## config.mk

```make
export PLATFORM = sky130hd
export DESIGN_NAME = asc_adc_ctrl
export DESIGN_NICKNAME = d
export VERILOG_FILES = /design/src/design/asc_pkg.sv /design/src/design/asc_adc_ctrl.sv
export SDC_FILE = /design/constraint.sdc
export NUM_CORES = 1
export LEC_CHECK = 0
export ABC_AREA = 0
export BUFFER_PORTS_ARGS = -buffer_cell sky130_fd_sc_hd__buf_4
export CAP_MARGIN = 20
export CORE_AREA = 2 2 143 145
export CTS_CLUSTER_SIZE = 16
export DETAILED_ROUTE_END_ITERATION = 6
export DIE_AREA = 0 0 145 147
export GPL_TIMING_DRIVEN = 0
export RECOVER_POWER = 50
export SLEW_MARGIN = 20
export SYNTH_ARGS = -nofsm -noshare
export SYNTH_HDL_FRONTEND = slang
export SYNTH_SLANG_ARGS = --single-unit
export TNS_END_PERCENT = 100
```

## constraint.sdc

```tcl
create_clock -name pclk -period 4.89 [get_ports pclk]
set_input_delay 0.489 -clock pclk [delete_from_list [all_inputs] [get_ports pclk]]
set_output_delay 0.489 -clock pclk [all_outputs]
set_load 0.01 [all_outputs]
```

## src/design/asc_pkg.sv

```systemverilog
// Purpose: constants for the converter sequencer control block
// Assumes: register index times four gives the apb byte address
// Notes:   one 8-bit register per aligned 32-bit word
package asc_pkg;

  // register indices (byte address = index * 4)
  localparam logic [9:0] IDX_PORT = 10'h005;
  localparam logic [9:0] IDX_INTC = 10'h00b;
  localparam logic [9:0] IDX_FLAG = 10'h00c;
  localparam logic [9:0] IDX_RESH = 10'h01e;
  localparam logic [9:0] IDX_MAIN = 10'h01f;
  localparam logic [9:0] IDX_DIR  = 10'h085;
  localparam logic [9:0] IDX_IEN  = 10'h08c;
  localparam logic [9:0] IDX_RESL = 10'h09e;
  localparam logic [9:0] IDX_AUX  = 10'h09f;

  // reset values
  localparam logic [7:0] RST_CTL  = 8'h00;
  localparam logic [7:0] RST_DIR  = 8'hff;

  // converter_control_main fields
  localparam int MAIN_EN  = 0;
  localparam int MAIN_GO  = 2;
  localparam int MAIN_CHS = 3;
  localparam int MAIN_CS  = 6;

  // converter_control_aux fields
  localparam int AUX_PCFG = 0;
  localparam int AUX_HALV = 6;
  localparam int AUX_FMT  = 7;

  // flag / enable layout
  localparam int         FLAG_DONE = 6;
  localparam logic [7:0] FLAG_MASK = 8'h4f;

  // encodings and timing counts
  localparam logic [1:0] CS_RC         = 2'h3;
  localparam logic [3:0] CMP_MODE_TRIG = 4'hb;
  localparam logic [2:0] TCY_TOSC      = 3'h4;
  localparam logic [1:0] WAIT_TAD      = 2'h2;
  localparam logic [9:0] SAR_MSB       = 10'h200;
  localparam int         RES_BITS      = 10;
  localparam int         PAD_BITS      = 6;

  typedef enum logic [1:0] {
    ST_IDLE,
    ST_FIRST,
    ST_CONV,
    ST_WAIT
  } asc_state_e;

endpackage

```

## src/design/asc_adc_ctrl.sv

```systemverilog
// Purpose: register file and sequencer of a 10-bit sar converter
// Assumes: pclk is the oscillator (tosc); comparator is on pclk
// Notes:   rc tick and port pins cross in through two flops
`timescale 1ns/1ps

module asc_adc_ctrl
(
  input  wire logic        pclk,          // oscillator clock
  input  wire logic        presetn,       // async reset, low
  input  wire logic        pce,           // clock enable
  input  wire logic        psel,          // apb select
  input  wire logic        penable,       // apb enable
  input  wire logic        pwrite,        // apb direction
  input  wire logic [11:0] paddr,         // apb byte address
  input  wire logic [31:0] pwdata,        // apb write data
  output logic      [31:0] prdata,        // apb read data
  output logic             pready,        // apb ready
  output logic             pslverr,       // apb error
  input  wire logic        halt,          // cpu in halt
  input  wire logic        rc_tick,       // rc oscillator
  input  wire logic        cmp_hi,        // input >= trial
  input  wire logic        ev_trigger,    // special event
  input  wire logic [3:0]  compare_mode_field, // ccu mode
  input  wire logic [7:0]  pin_in,        // port pin levels
  output logic      [7:0]  pin_out,       // port pin drive
  output logic      [7:0]  pin_oe,        // port drive enable
  output logic      [9:0]  dac_code,      // trial code
  output logic      [2:0]  channel_select,// analog mux
  output logic             adc_power,     // converter on
  output logic             sample_en,     // hold cap sampling
  output logic             conv_active,   // conversion running
  output logic             timer_reset,   // event_timer clear
  output logic             wake,          // wake from halt
  output logic             irq_req        // done & enabled
);
  import asc_pkg::*;

  // pin and rc synchronisers
  logic [7:0] pin_s1_r;
  logic [7:0] pin_s2_r;
  logic       rc_s1_r;
  logic       rc_s2_r;
  logic       rc_s3_r;

  // registers
  logic [7:0] port_out_r;
  logic [7:0] dir_r;
  logic [7:0] intc_r;
  logic [7:0] flags_r;
  logic [7:0] flags_nxt;
  logic [7:0] ien_r;
  logic [1:0] cs_r;
  logic [2:0] chs_r;
  logic       go_r;
  logic       go_nxt;
  logic       en_r;
  logic       fmt_r;
  logic       halv_r;
  logic [3:0] pcfg_r;
  logic [7:0] res_hi_r;
  logic [7:0] res_lo_r;
  logic [31:0] prdata_r;

  // sequencer
  asc_state_e state_r;
  asc_state_e state_nxt;
  logic [5:0] div_r;
  logic [2:0] tcy_r;
  logic [1:0] wait_r;
  logic [9:0] code_r;
  logic [9:0] bit_r;
  logic       pwr_off_r;
  logic       pwr_off_nxt;
  logic       wake_r;
  logic       tmr_rst_r;

  // analog pins per port configuration, bit order an4..an0
  function automatic logic [4:0] an_map(input logic [3:0] cfg);
    logic [4:0] m;
    m = 5'h1f;
    case (cfg)
      4'h4, 4'h5: m = 5'h0b;
      4'h6, 4'h7: m = 5'h00;
      4'hd, 4'hf: m = 5'h0f;
      4'he:       m = 5'h01;
      default:    m = 5'h1f;
    endcase
    return m;
  endfunction

  // apb decode; one register per aligned word
  wire        acc      = psel & penable & pce;
  wire        wr       = acc & pwrite;
  wire        a_ok     = (paddr[1:0] == 2'h0);
  wire [9:0]  idx      = paddr[11:2];
  wire        hit_port = a_ok & (idx == IDX_PORT);
  wire        hit_intc = a_ok & (idx == IDX_INTC);
  wire        hit_flag = a_ok & (idx == IDX_FLAG);
  wire        hit_resh = a_ok & (idx == IDX_RESH);
  wire        hit_main = a_ok & (idx == IDX_MAIN);
  wire        hit_dir  = a_ok & (idx == IDX_DIR);
  wire        hit_ien  = a_ok & (idx == IDX_IEN);
  wire        hit_resl = a_ok & (idx == IDX_RESL);
  wire        hit_aux  = a_ok & (idx == IDX_AUX);
  wire        hit      = hit_port | hit_intc | hit_flag | hit_resh | hit_main
                       | hit_dir | hit_ien | hit_resl | hit_aux;
  wire        wr_main  = wr & hit_main;
  wire [7:0]  wd       = pwdata[7:0];

  // zero wait states while pce is high; unmapped words answer with an error
  assign pready  = pce;
  assign pslverr = psel & penable & ~hit;
  assign prdata  = prdata_r;

  // port readback masks analog pins to zero
  wire [7:0] an_mask = {3'h0, an_map(pcfg_r)};
  wire [7:0] port_rd;
  genvar gi;
  generate
    for (gi = 0; gi < 8; gi++)
    begin : g_pin
      assign port_rd[gi] = pin_s2_r[gi] & ~an_mask[gi];
    end
  endgenerate

  wire [7:0] main_rd = {cs_r, chs_r, go_r, 1'b0, en_r};
  wire [7:0] aux_rd  = {fmt_r, halv_r, 2'h0, pcfg_r};
  wire [7:0] rd_mux  = hit_port ? port_rd
                     : hit_intc ? intc_r
                     : hit_flag ? flags_r
                     : hit_resh ? res_hi_r
                     : hit_main ? main_rd
                     : hit_dir  ? dir_r
                     : hit_ien  ? ien_r
                     : hit_resl ? res_lo_r
                     : hit_aux  ? aux_rd
                     : 8'h00;

  // bit period: tosc divider or synchronised rc edge
  wire        use_rc   = (cs_r == CS_RC);
  wire [2:0]  div_k    = {cs_r, halv_r};
  wire [6:0]  div_n    = 7'h02 << div_k;
  wire        div_last = (div_r == 6'(div_n - 7'h01));
  wire        rc_edge  = rc_s2_r & ~rc_s3_r;
  wire        tad_tick = use_rc ? rc_edge : div_last;

  // start, abort and completion terms
  wire trig_hit  = ev_trigger & (compare_mode_field == CMP_MODE_TRIG);
  wire en_drop   = wr_main & ~wd[MAIN_EN];
  // enable must already be set: a write that turns it on cannot start
  wire go_set    = en_r & ~en_drop
                 & (trig_hit | (wr_main & wd[MAIN_GO]));
  wire sw_clr    = wr_main & ~wd[MAIN_GO];
  wire running   = (state_r == ST_FIRST) | (state_r == ST_CONV);
  wire done      = (state_r == ST_CONV) & go_r & tad_tick & bit_r[0];
  wire halt_abt  = halt & ~use_rc & en_r;
  wire tcy_done  = (tcy_r == TCY_TOSC - 3'h1);
  wire [9:0] code_dec = cmp_hi ? code_r : (code_r & ~bit_r);
  wire [15:0] res_fmt = fmt_r ? {{PAD_BITS{1'b0}}, code_dec}
                              : {code_dec, {PAD_BITS{1'b0}}};

  // go: a set in the same cycle as a clear wins
  always_comb
  begin
    go_nxt = go_r;
    if (done | sw_clr | halt_abt | ~en_r)
      go_nxt = 1'b0;
    if (go_set)
      go_nxt = 1'b1;
  end

  // done flag: software write, then hardware set on top
  always_comb
  begin
    flags_nxt = flags_r;
    if (wr & hit_flag)
      flags_nxt = wd & FLAG_MASK;
    if (done)
      flags_nxt[FLAG_DONE] = 1'b1;
  end

  // power-down in halt, restored once halt ends or enable drops
  always_comb
  begin
    pwr_off_nxt = pwr_off_r;
    if (~halt | ~en_r)
      pwr_off_nxt = 1'b0;
    if (halt_abt)
      pwr_off_nxt = 1'b1;
    if (done & halt & ~ien_r[FLAG_DONE])
      pwr_off_nxt = 1'b1;
  end

  // sequencer next state
  always_comb
  begin
    state_nxt = state_r;
    case (state_r)
      ST_IDLE:
        if (go_r & adc_power)
          state_nxt = ST_FIRST;
      ST_FIRST:
        if (~go_r)
          state_nxt = ST_WAIT;
        else if (tcy_done & tad_tick)
          state_nxt = ST_CONV;
      ST_CONV:
        if (~go_r | done)
          state_nxt = ST_WAIT;
      ST_WAIT:
        if (tad_tick & (wait_r == WAIT_TAD - 2'h1))
          state_nxt = ST_IDLE;
      default:
        state_nxt = ST_IDLE;
    endcase
  end

  // synchronisers; first stage feeds only the second
  always_ff @(posedge pclk or negedge presetn)
  begin
    if (!presetn)
    begin
      pin_s1_r <= 8'h00;
      pin_s2_r <= 8'h00;
      rc_s1_r  <= 1'b0;
      rc_s2_r  <= 1'b0;
      rc_s3_r  <= 1'b0;
    end
    else if (pce)
    begin
      pin_s1_r <= pin_in;
      pin_s2_r <= pin_s1_r;
      rc_s1_r  <= rc_tick;
      rc_s2_r  <= rc_s1_r;
      rc_s3_r  <= rc_s2_r;
    end
  end

  // software registers; reset leaves pins an0..an4 analog
  always_ff @(posedge pclk or negedge presetn)
  begin
    if (!presetn)
    begin
      port_out_r <= RST_CTL;
      dir_r      <= RST_DIR;
      intc_r     <= RST_CTL;
      ien_r      <= RST_CTL;
      {cs_r, chs_r, en_r}    <= 6'h00;
      {fmt_r, halv_r, pcfg_r} <= 6'h00;
    end
    else if (pce)
    begin
      if (wr & hit_port) port_out_r <= wd;
      if (wr & hit_dir)  dir_r      <= wd;
      if (wr & hit_intc) intc_r     <= wd;
      if (wr & hit_ien)  ien_r      <= wd & FLAG_MASK;
      if (wr_main)
      begin
        cs_r  <= wd[MAIN_CS +: 2];
        chs_r <= wd[MAIN_CHS +: 3];
        en_r  <= wd[MAIN_EN];
      end
      if (wr & hit_aux)
      begin
        fmt_r  <= wd[AUX_FMT];
        halv_r <= wd[AUX_HALV];
        pcfg_r <= wd[AUX_PCFG +: 4];
      end
    end
  end

  // status, go and event outputs
  always_ff @(posedge pclk or negedge presetn)
  begin
    if (!presetn)
    begin
      go_r      <= 1'b0;
      flags_r   <= RST_CTL;
      pwr_off_r <= 1'b0;
      wake_r    <= 1'b0;
      tmr_rst_r <= 1'b0;
      prdata_r  <= 32'h0000_0000;
    end
    else if (pce)
    begin
      go_r      <= go_nxt;
      flags_r   <= flags_nxt;
      pwr_off_r <= pwr_off_nxt;
      wake_r    <= done & halt & ien_r[FLAG_DONE];
      tmr_rst_r <= trig_hit;
      if (psel)
        prdata_r <= {24'h00_0000, rd_mux};
    end
  end

  // sequencer state and counters
  always_ff @(posedge pclk or negedge presetn)
  begin
    if (!presetn)
    begin
      state_r <= ST_IDLE;
      div_r   <= 6'h00;
      tcy_r   <= 3'h0;
      wait_r  <= 2'h0;
    end
    else if (pce)
    begin
      state_r <= state_nxt;
      // divider restarts with each conversion so segment one is exact
      div_r   <= (state_r == ST_IDLE | div_last) ? 6'h00 : div_r + 6'h01;
      if (state_r != ST_FIRST)
        tcy_r <= 3'h0;
      else if (!tcy_done)
        tcy_r <= tcy_r + 3'h1;
      if (state_r != ST_WAIT)
        wait_r <= 2'h0;
      else if (tad_tick)
        wait_r <= wait_r + 2'h1;
    end
  end

  // successive approximation, msb first, one bit per tick
  always_ff @(posedge pclk or negedge presetn)
  begin
    if (!presetn)
    begin
      code_r <= 10'h000;
      bit_r  <= 10'h000;
    end
    else if (pce)
    begin
      if (state_r == ST_FIRST)
      begin
        code_r <= SAR_MSB;
        bit_r  <= SAR_MSB;
      end
      else if (state_r == ST_CONV & tad_tick)
      begin
        code_r <= code_dec | (bit_r >> 1);
        bit_r  <= bit_r >> 1;
      end
    end
  end

  // result pair has no reset: it survives every reset untouched
  always_ff @(posedge pclk)
  begin
    if (pce)
    begin
      if (done)
        {res_hi_r, res_lo_r} <= res_fmt;
      else
      begin
        if (wr & hit_resh) res_hi_r <= wd;
        if (wr & hit_resl) res_lo_r <= wd;
      end
    end
  end

  // analog side; channel and mux ignore pin direction entirely
  assign channel_select = chs_r;
  assign adc_power      = en_r & ~pwr_off_r;
  assign sample_en      = adc_power & (state_r == ST_IDLE);
  assign conv_active    = running;
  assign dac_code       = code_r;
  assign pin_out        = port_out_r;
  assign pin_oe         = ~dir_r;
  assign timer_reset    = tmr_rst_r;
  assign wake           = wake_r;
  assign irq_req        = flags_r[FLAG_DONE] & ien_r[FLAG_DONE];

endmodule // asc_adc_ctrl

```

==> results of run 1 <==
layer usage:
layer / GRT usage (%) / vias to the layer above / wire length (um)
li1: - / 2654 / -
met4: 7.28 / 0 / 587
met2: 29.8 / 197 / 9070
met5: 0 / - / 0
met3: 4.66 / 39 / 1260
met1: 25.4 / 2769 / 8800
area by class of cell:
type | count | area [sq um]
Buffer | 62 | 337
Tap cell | 270 | 338
Clock inverter | 12 | 138
Multi-Input combinational cell | 463 | 3210
Clock buffer | 20 | 457
Timing Repair Buffer | 83 | 522
Sequential cell | 126 | 3240
Fill cell | 1991 | 11500
Inverter | 38 | 143
cells by family (layout without fill, tap and decap cells):
kind of cell / Yosys count / count (layout)
AOI/OAI and AO/OA: 148 / 148
xor gates and xnor gates: 7 / 7
other: 1 / 24
adders and majority gates: 9 / 9
DFF: 126 / 126
muxes: 74 / 74
buffers and inverters: 100 / 215
and+or+nand+nor: 201 / 201
worst max-delay path by stage:
stage	from	to	cells after the start
after global routing	cs_r[0]	res_hi_r[5]	11
after detailed placement	cs_r[0]	res_hi_r[5]	11
after floorplan	cs_r[1]	res_lo_r[0]	11
after global placement	cs_r[0]	res_hi_r[5]	11
final	cs_r[0]	res_hi_r[4]	11
after CTS	cs_r[0]	res_hi_r[5]	11
power by group through the flow:
stage | clock (uW) | sequential, uW | combinational [uW]
final | 1270 | 1330 | 841
after CTS | 1290 | 1330 | 879
after global routing | 1340 | 1350 | 948
after detailed placement | 0 | 1350 | 874
after global placement | 0 | 1350 | 861
after floorplan | 0 | 1330 | 549
Yosys cell counts, types with 16 or more instances:
cell | number | area share [%]
o2bb2ai_1 | 17 | 2.2
clkbuf_1 | 23 | 1.3
nand4_1 | 18 | 1.6
inv_1 | 38 | 2.1
nand2_1 | 81 | 4.4
dfrtp_1 | 102 | 37
edfxtp_1 | 16 | 7.0
a21oi_1 | 24 | 1.8
o21ai_0 | 35 | 2.6
nor2_1 | 23 | 1.3
buf_4 | 25 | 2.7
mux2_2 | 63 | 10
flip-flops by register name, summed over array words and instances (netlist names), 5 cells and up:
name	cells
res_hi_r	8
bit_r	10
pin_s2_r	8
flags_r	5
prdata	8
dac_code	10
ien_r	5
res_lo_r	8
pin_out	8
dir_r	8
intc_r	8
pin_s1_r	8
div_r	6
per-stage QoR:
step	util, %	std cells	setup slack (ps)	total power, uW
6_report	42.3	1074	778	3440
5_1_grt	42.3	1074	526	3640
4_1_cts	42.9	1074	741	3500
3_5_place_dp	39.8	1041	825	2220
3_3_place_gp	39.7	1040	866	2210
2_1_floorplan	-	689	1480	1880
==> summary.txt, run 1 <==
Worst Path Class, Setup = register to register
clock tree buffer depth = 2
count of cell types in the netlist = 66
Avg WL per Cell = 18.4 um
Sw Ratio = 33.2%
Synth Area in XOR/XNOR = 0.897%
DRT iter0 DRCs = 389
count of input and output buffers = 81
CTS Buf Count = 17
Clock Power Share = 36.9%
Buf/Inv on CP = 3
Slew Limit Fails = 44
Startpoint Class = register
vias in the first global route = 5,475
CP max stage delay = 660 ps
Reg power frac = 38.7%
critical path cell sequence = clkbuf_1 > or3_1 > ha_1 > nor4b_1 > o31a_1 > o2111ai_1 > o21ai_0 > nand3_1 > buf_2 > buf_2 > a21oi_1
reg2reg start = cs_r[0]
Final period util = 84.1%
Worst Hold Depth = 2
GRT overflow = 0
sequential fraction of the synthesis area = 47.4%
Tightest Pin Transition = 2600 ps
most frequent cells in the layout = dfrtp_1, nand2_1, buf_4
R2R depth = 11
Via density = 5.27
drt total wl = 19.7 mm
setup TNS = 0 ps
Slew headroom = -73.0%
worst min-delay path class = input port to register
WHS Endpoint = pin_s1_r[6]
maximum vdd drop = 0.309 mV
Total GRT Usage = 18.9%
worst skew pair latency = 430 ps
Final setup viols = 0
WP data arrival = 4160 ps
synth warn = 0
asr flop ratio synth = 87.3%
ant diodes = 0
Post-Syn Area per Cell = 10.3 sq um
Final #Nets = 866
reg2reg end = res_hi_r[4]
Max Freq = 243 MHz
CORE AREA = 19,800 sq um
final hold vios = 0
fin area = 8380 sq um
Leakage = 0.00361 uW
CTS H-tree depth = 4
flop-to-flop setup slack = 780 ps
antenna-violating nets left = 0
Combinational Power Share = 24.4%
area grow syn2layout = 22.6%
Worst Setup End Kind = register
first-pass GRT wire length = 31.1 mm
row cnt = 52
Post-synth EDFFs = 16
Netlist Area Pre-Place = 6840 sq um
WHS = 291 ps
mux cell area share after synthesis = 12.4%
area share of fa/ha/maj cells after synthesis = 1.65%
vias post-DR = 5,659
Clock Skew = 9.49 ps
P_sw = 1140 uW
CTS tree = done
synthesized flop and latch total = 126
Die Wd = 145 um
RSZ-0062 raised after global routing = false
Syn Inst Count = 666
status = complete, but fails checks
cell mode on critical path = buf_2
CTS Root Cell = clkbuf_16
DRC = 0
Period minus WS final = 4110 ps
Pint = 2300 uW
Synth Area in Compound Gates = 15.4%
Post-DP Area = 7910 sq um
Post-CTS Setup Inserts = 0
CP delay by family, top = compound AO/OA/AOI/OAI gates
GPL Wtd Cong = 0.913
HPWL Detailed = 14.3 mm
HP Start = pin_in[6]
antenna violations before repair = 0
initial core utilization = 34.5%
cts hold-fix bufs = 1
layout cells sized above 1 = 23.5%
num ports = 135
simple-gate portion of the synthesized area = 15.2%
Synth Flop Type = dfrtp_1
Pwr Density = 410 nW/um^2
First-pass DRT Iterations = 5
Crit Path Max Fanout = 10
largest net degree at the start of global routing = 68
Die Span Y = 147 um
clock sinks = 126
clk slew on worst S/H paths = 60 ps
failing checks = capacitance limit, slew limit
CTS-repair resized insts = 0
largest family of logic cells by synthesized area = compound AO/OA/AOI/OAI gates
Die ar. = 21,300 sq um
Critical Path RT = 4940 ps
MaxCap Viol Count = 1
commonest non-fill, non-tap cell in the layout = dfrtp_1
Max stage delay cell, worst path = a21oi_1
Power figures use the tool's default switching activity.
==> run 2: changes to the inputs <==
--- a/config.mk
+++ b/config.mk
@@ -5,13 +5,13 @@
 export SDC_FILE = /design/constraint.sdc
 export NUM_CORES = 1
 export LEC_CHECK = 0
-export ABC_AREA = 0
+export ABC_AREA = 1
 export BUFFER_PORTS_ARGS = -buffer_cell sky130_fd_sc_hd__buf_4
 export CAP_MARGIN = 20
-export CORE_AREA = 2 2 143 145
+export CORE_AREA = 2 2 141 143
 export CTS_CLUSTER_SIZE = 16
 export DETAILED_ROUTE_END_ITERATION = 6
-export DIE_AREA = 0 0 145 147
+export DIE_AREA = 0 0 143 145
 export GPL_TIMING_DRIVEN = 0
 export RECOVER_POWER = 50
 export SLEW_MARGIN = 20
==> constraint.sdc (replaced) <==
create_clock -name pclk -period 3.4 [get_ports pclk]
set_input_delay 0.34 -clock pclk [delete_from_list [all_inputs] [get_ports pclk]]
set_output_delay 0.34 -clock pclk [all_outputs]
set_load 0.01 [all_outputs]
==> run 2 against run 1 <==
The run still ends with capacitance limit, slew limit left. Core utilization up 0.86 points. Via count increased by 5.4%. Non-clock buffer count decreased by 11. Global-route usage decreased by 0.51 points. Maximum frequency up 35%. Setup slack worse by 430 ps. Design area is 1.2% lower. Sequential power up 33%. Clock power rose by 49%. Critical endpoint is now res_hi_r[1].
==> summary.txt, run 2 <==
Critical Path RT = 3450 ps (-1490 ps)
Die ar. = 20,700 sq um (-2.7%)
utilization after layout = 43.1% (+0.86 points)
Total GRT Usage = 18.4% (-0.51 points)
WP data arrival = 3100 ps (-1060 ps)
CTS H-tree depth = 4 (unchanged)
asr flop ratio synth = 87.3% (unchanged)
DRC = 0 (unchanged)
Post-DP Area = 7740 sq um (-2.1%)
Avg WL per Cell = 14.6 um (-20%)
first-pass GRT wire length = 29.6 mm (-4.9%)
CP delay by family, top = simple AND/OR/NAND/NOR gates
largest net degree at the start of global routing = 76 (+12%)
Reg power frac = 39.2% (+0.5 points)
clk slew on worst S/H paths = 60 ps (about the same)
Period minus WS final = 3060 ps (-1060 ps)
Post-synth EDFFs = 16 (unchanged)
antenna violations before repair = 0 (unchanged)
clock sinks = 126 (unchanged)
Multi-input gate area = 2790 sq um (-13%)
RSZ-0062 raised after global routing = false
Synth Flop Type = dfrtp_1
status = complete, but fails checks
Die Wd = 143 um (-1.4%)
most frequent cells in the layout = nand2_1, dfrtp_1, inv_1
failing checks = capacitance limit, slew limit
Via density = 4.71 (-11%)
Die Span Y = 145 um (-1.4%)
CTS tree = done
cell mode on critical path = nand2_1
CORE AREA = 19,200 sq um (-3.2%)
non-filler instance count after layout = 1,267 (+18%)
fillers = 2,000 (+0.45%)
Worst Setup End Kind = register
Combinational Power Share = 19.0% (-5.4 points)
commonest non-fill, non-tap cell in the layout = nand2_1
Max stage delay cell, worst path = a21oi_1
Tightest Pin Transition = 2170 ps (-422 ps)
HPWL Detailed = 13.9 mm (-2.9%)
MaxCap Viol Count = 1 (unchanged)
Pwr Density = 546 nW/um^2 (+33%)
synthesized flop and latch total = 126 (unchanged)
worst skew pair latency = 430 ps (about the same)
CP max stage delay = 670 ps (about the same)
count of cell types in the netlist = 42 (-36%)
antenna-violating nets left = 0 (unchanged)
Syn Inst Count = 860 (+29%)
Buf/Inv on CP = 2 (-1)
vias post-DR = 5,966 (+5.4%)
GRT overflow = 0 (unchanged)
Max Freq = 327 MHz (+35%)
Synth top area share = 38.3% (+1.0 points)
Final period util = 89.9% (+5.8 points)
Slew Limit Fails = 36 (-18%)
CTS Buf Count = 17 (unchanged)
num ports = 135 (unchanged)
cell accounting for the most synthesized area = dfrtp_1
critical path cell sequence = nor2_2 > nand2_1 > ha_1 > nor2_1 > nor2_1 > nand2_1 > nand2_1 > nor2_2 > nand4_2 > nand2_2 > nand2_1 > buf_6 > buf_6 > a21oi_1
R2R depth = 14 (+3)
fin area = 8280 sq um (-1.2%)
placed cell count = 1,234 (+19%)
worst min-delay path class = input port to register
final hold vios = 0 (unchanged)
layout cells sized above 1 = 16.2% (-7.3 points)
sequential fraction of the synthesis area = 48.7% (+1.3 points)
Crit path depth = 14 (+3)
initial core utilization = 34.7% (+0.20 points)
drt total wl = 18.6 mm (-5.9%)
First-pass DRT Iterations = 5 (unchanged)
Leakage = 0.00404 uW (+12%)
CTS Root Cell = clkbuf_16
Storage cell area = 3240 sq um (unchanged)
clock tree buffer depth = 2 (unchanged)
Worst Path Class, Setup = register to register
top cells by area, synth = dfrtp_1, nand2_1, edfxtp_1
most frequent cells after synthesis = nand2_1, dfrtp_1, inv_1, o21ai_0, nor2_1
Final setup viols = 0 (unchanged)
count leader, synth = nand2_1
P_sw = 1380 uW (+21%)
Netlist Area Pre-Place = 6660 sq um (-2.7%)
ant diodes = 0 (unchanged)
Post-CTS Setup Inserts = 0 (unchanged)
vias in the first global route = 5,650 (+3.2%)
Slew headroom = -44.9% (+28 points)
maximum vdd drop = 0.341 mV (+10%)
Clock Power Share = 41.8% (+4.9 points)
GPL Wtd Cong = 0.865 (-5.3%)
Pint = 3140 uW (+37%)
setup TNS = 0 ps (unchanged)
count of input and output buffers = 85 (+4.9%)
row cnt = 51 (-1.9%)
Final #Nets = 1,064 (+23%)
DRT iter0 DRCs = 418 (+7.5%)
Post-Syn Area per Cell = 7.74 sq um (-25%)
Startpoint Class = register
area grow syn2layout = 24.4%
Crit Path Max Fanout = 10 (unchanged)
synth warn = 0 (unchanged)
Worst Hold Depth = 3 (+1)
Sw Ratio = 30.6% (-2.6 points)
Clock Skew = 8.27 ps (-1.23 ps)
-- run 2: cell count changes after synthesis, sizes merged, moves of 10 or more --
cell	change
a21oi	-11
clkbuf	-10
inv	+67
mux2	-63
nand2	+208
nand3	+32
nor2	+39
o21ai	+65
o2bb2ai	-17
o311ai	-11
o31ai	+10
-- run 2: power groups by stage --
stage          Combinational [uW]  Sequential (uW)  Clock (uW)
2_1_floorplan                 550             1790           0
5_1_grt                       988             1790        1990
3_3_place_gp                  869             1800           0
3_5_place_dp                  883             1800           0
4_1_cts                       887             1770        1920
6_report                      859             1770        1890
-- run 2: final timing paths --
check / from / to / slack, ps
max: halv_r / res_hi_r[1] / 340
min: pin_in[6] / pin_s1_r[6] / 120
max reg2reg: halv_r / res_hi_r[1] / 340
min reg2reg: pin_s1_r[7] / pin_s1_r[7] / 470
max in group asynchronous: presetn / bit_r[9] / 1060
min in group asynchronous: presetn / state_r[0] / 1090
-- run 2: metal layers --
layer / vias up / wire, um / GRT usage (%)
li1: 2978 / - / -
met2: 181 / 8710 / 29.0
met4: 0 / 364 / 6.04
met3: 24 / 949 / 4.19
met5: - / 0 / 0
met1: 2783 / 8530 / 25.1
-- run 2: repair_timing --
item                                    CTS  global route
hold endpoints to repair                 35             0
endpoints found under the setup margin    0             0
resized for setup                         0             0
hold buffers                              1             0
-- run 2: cell families (layout without fill, tap and decap cells) --
logic type	after synthesis	after routing	share of synthesized area [%]
simple gates	426	426	26.8
buf+inv	154	273	10.7
compound gates	140	140	11.6
flops	126	126	48.7
fa+ha+maj	9	9	1.69
xor+xnor	4	4	0.526
other cells	1	24	0.0563
-- run 2: final cells by class --
| type | count | area share (%) |
|---|---|---|
| clock inverters | 12 | 1.42 |
| clock buffers | 20 | 6.04 |
| inverters | 107 | 4.85 |
| plain buffers | 47 | 3.70 |
| multi-input cells | 603 | 33.7 |
| well taps | 265 | 4.00 |
| flip-flops and latches | 126 | 39.2 |
| repair buffers | 87 | 7.12 |
-- run 2: worst min-delay path, stage by stage --
cell	delay [ps]
buf_4	80
nand2_1	40
nand2_1	50
-- run 2: through the flow --
step           worst slack, ps  power (uW)  hold WS [ps]
2_1_floorplan              822        2340          44.4
4_1_cts                    270        4570           101
5_1_grt                   71.4        4760           111
3_5_place_dp               308        2680           271
6_report                   345        4520           115
3_3_place_gp               384        2660           458
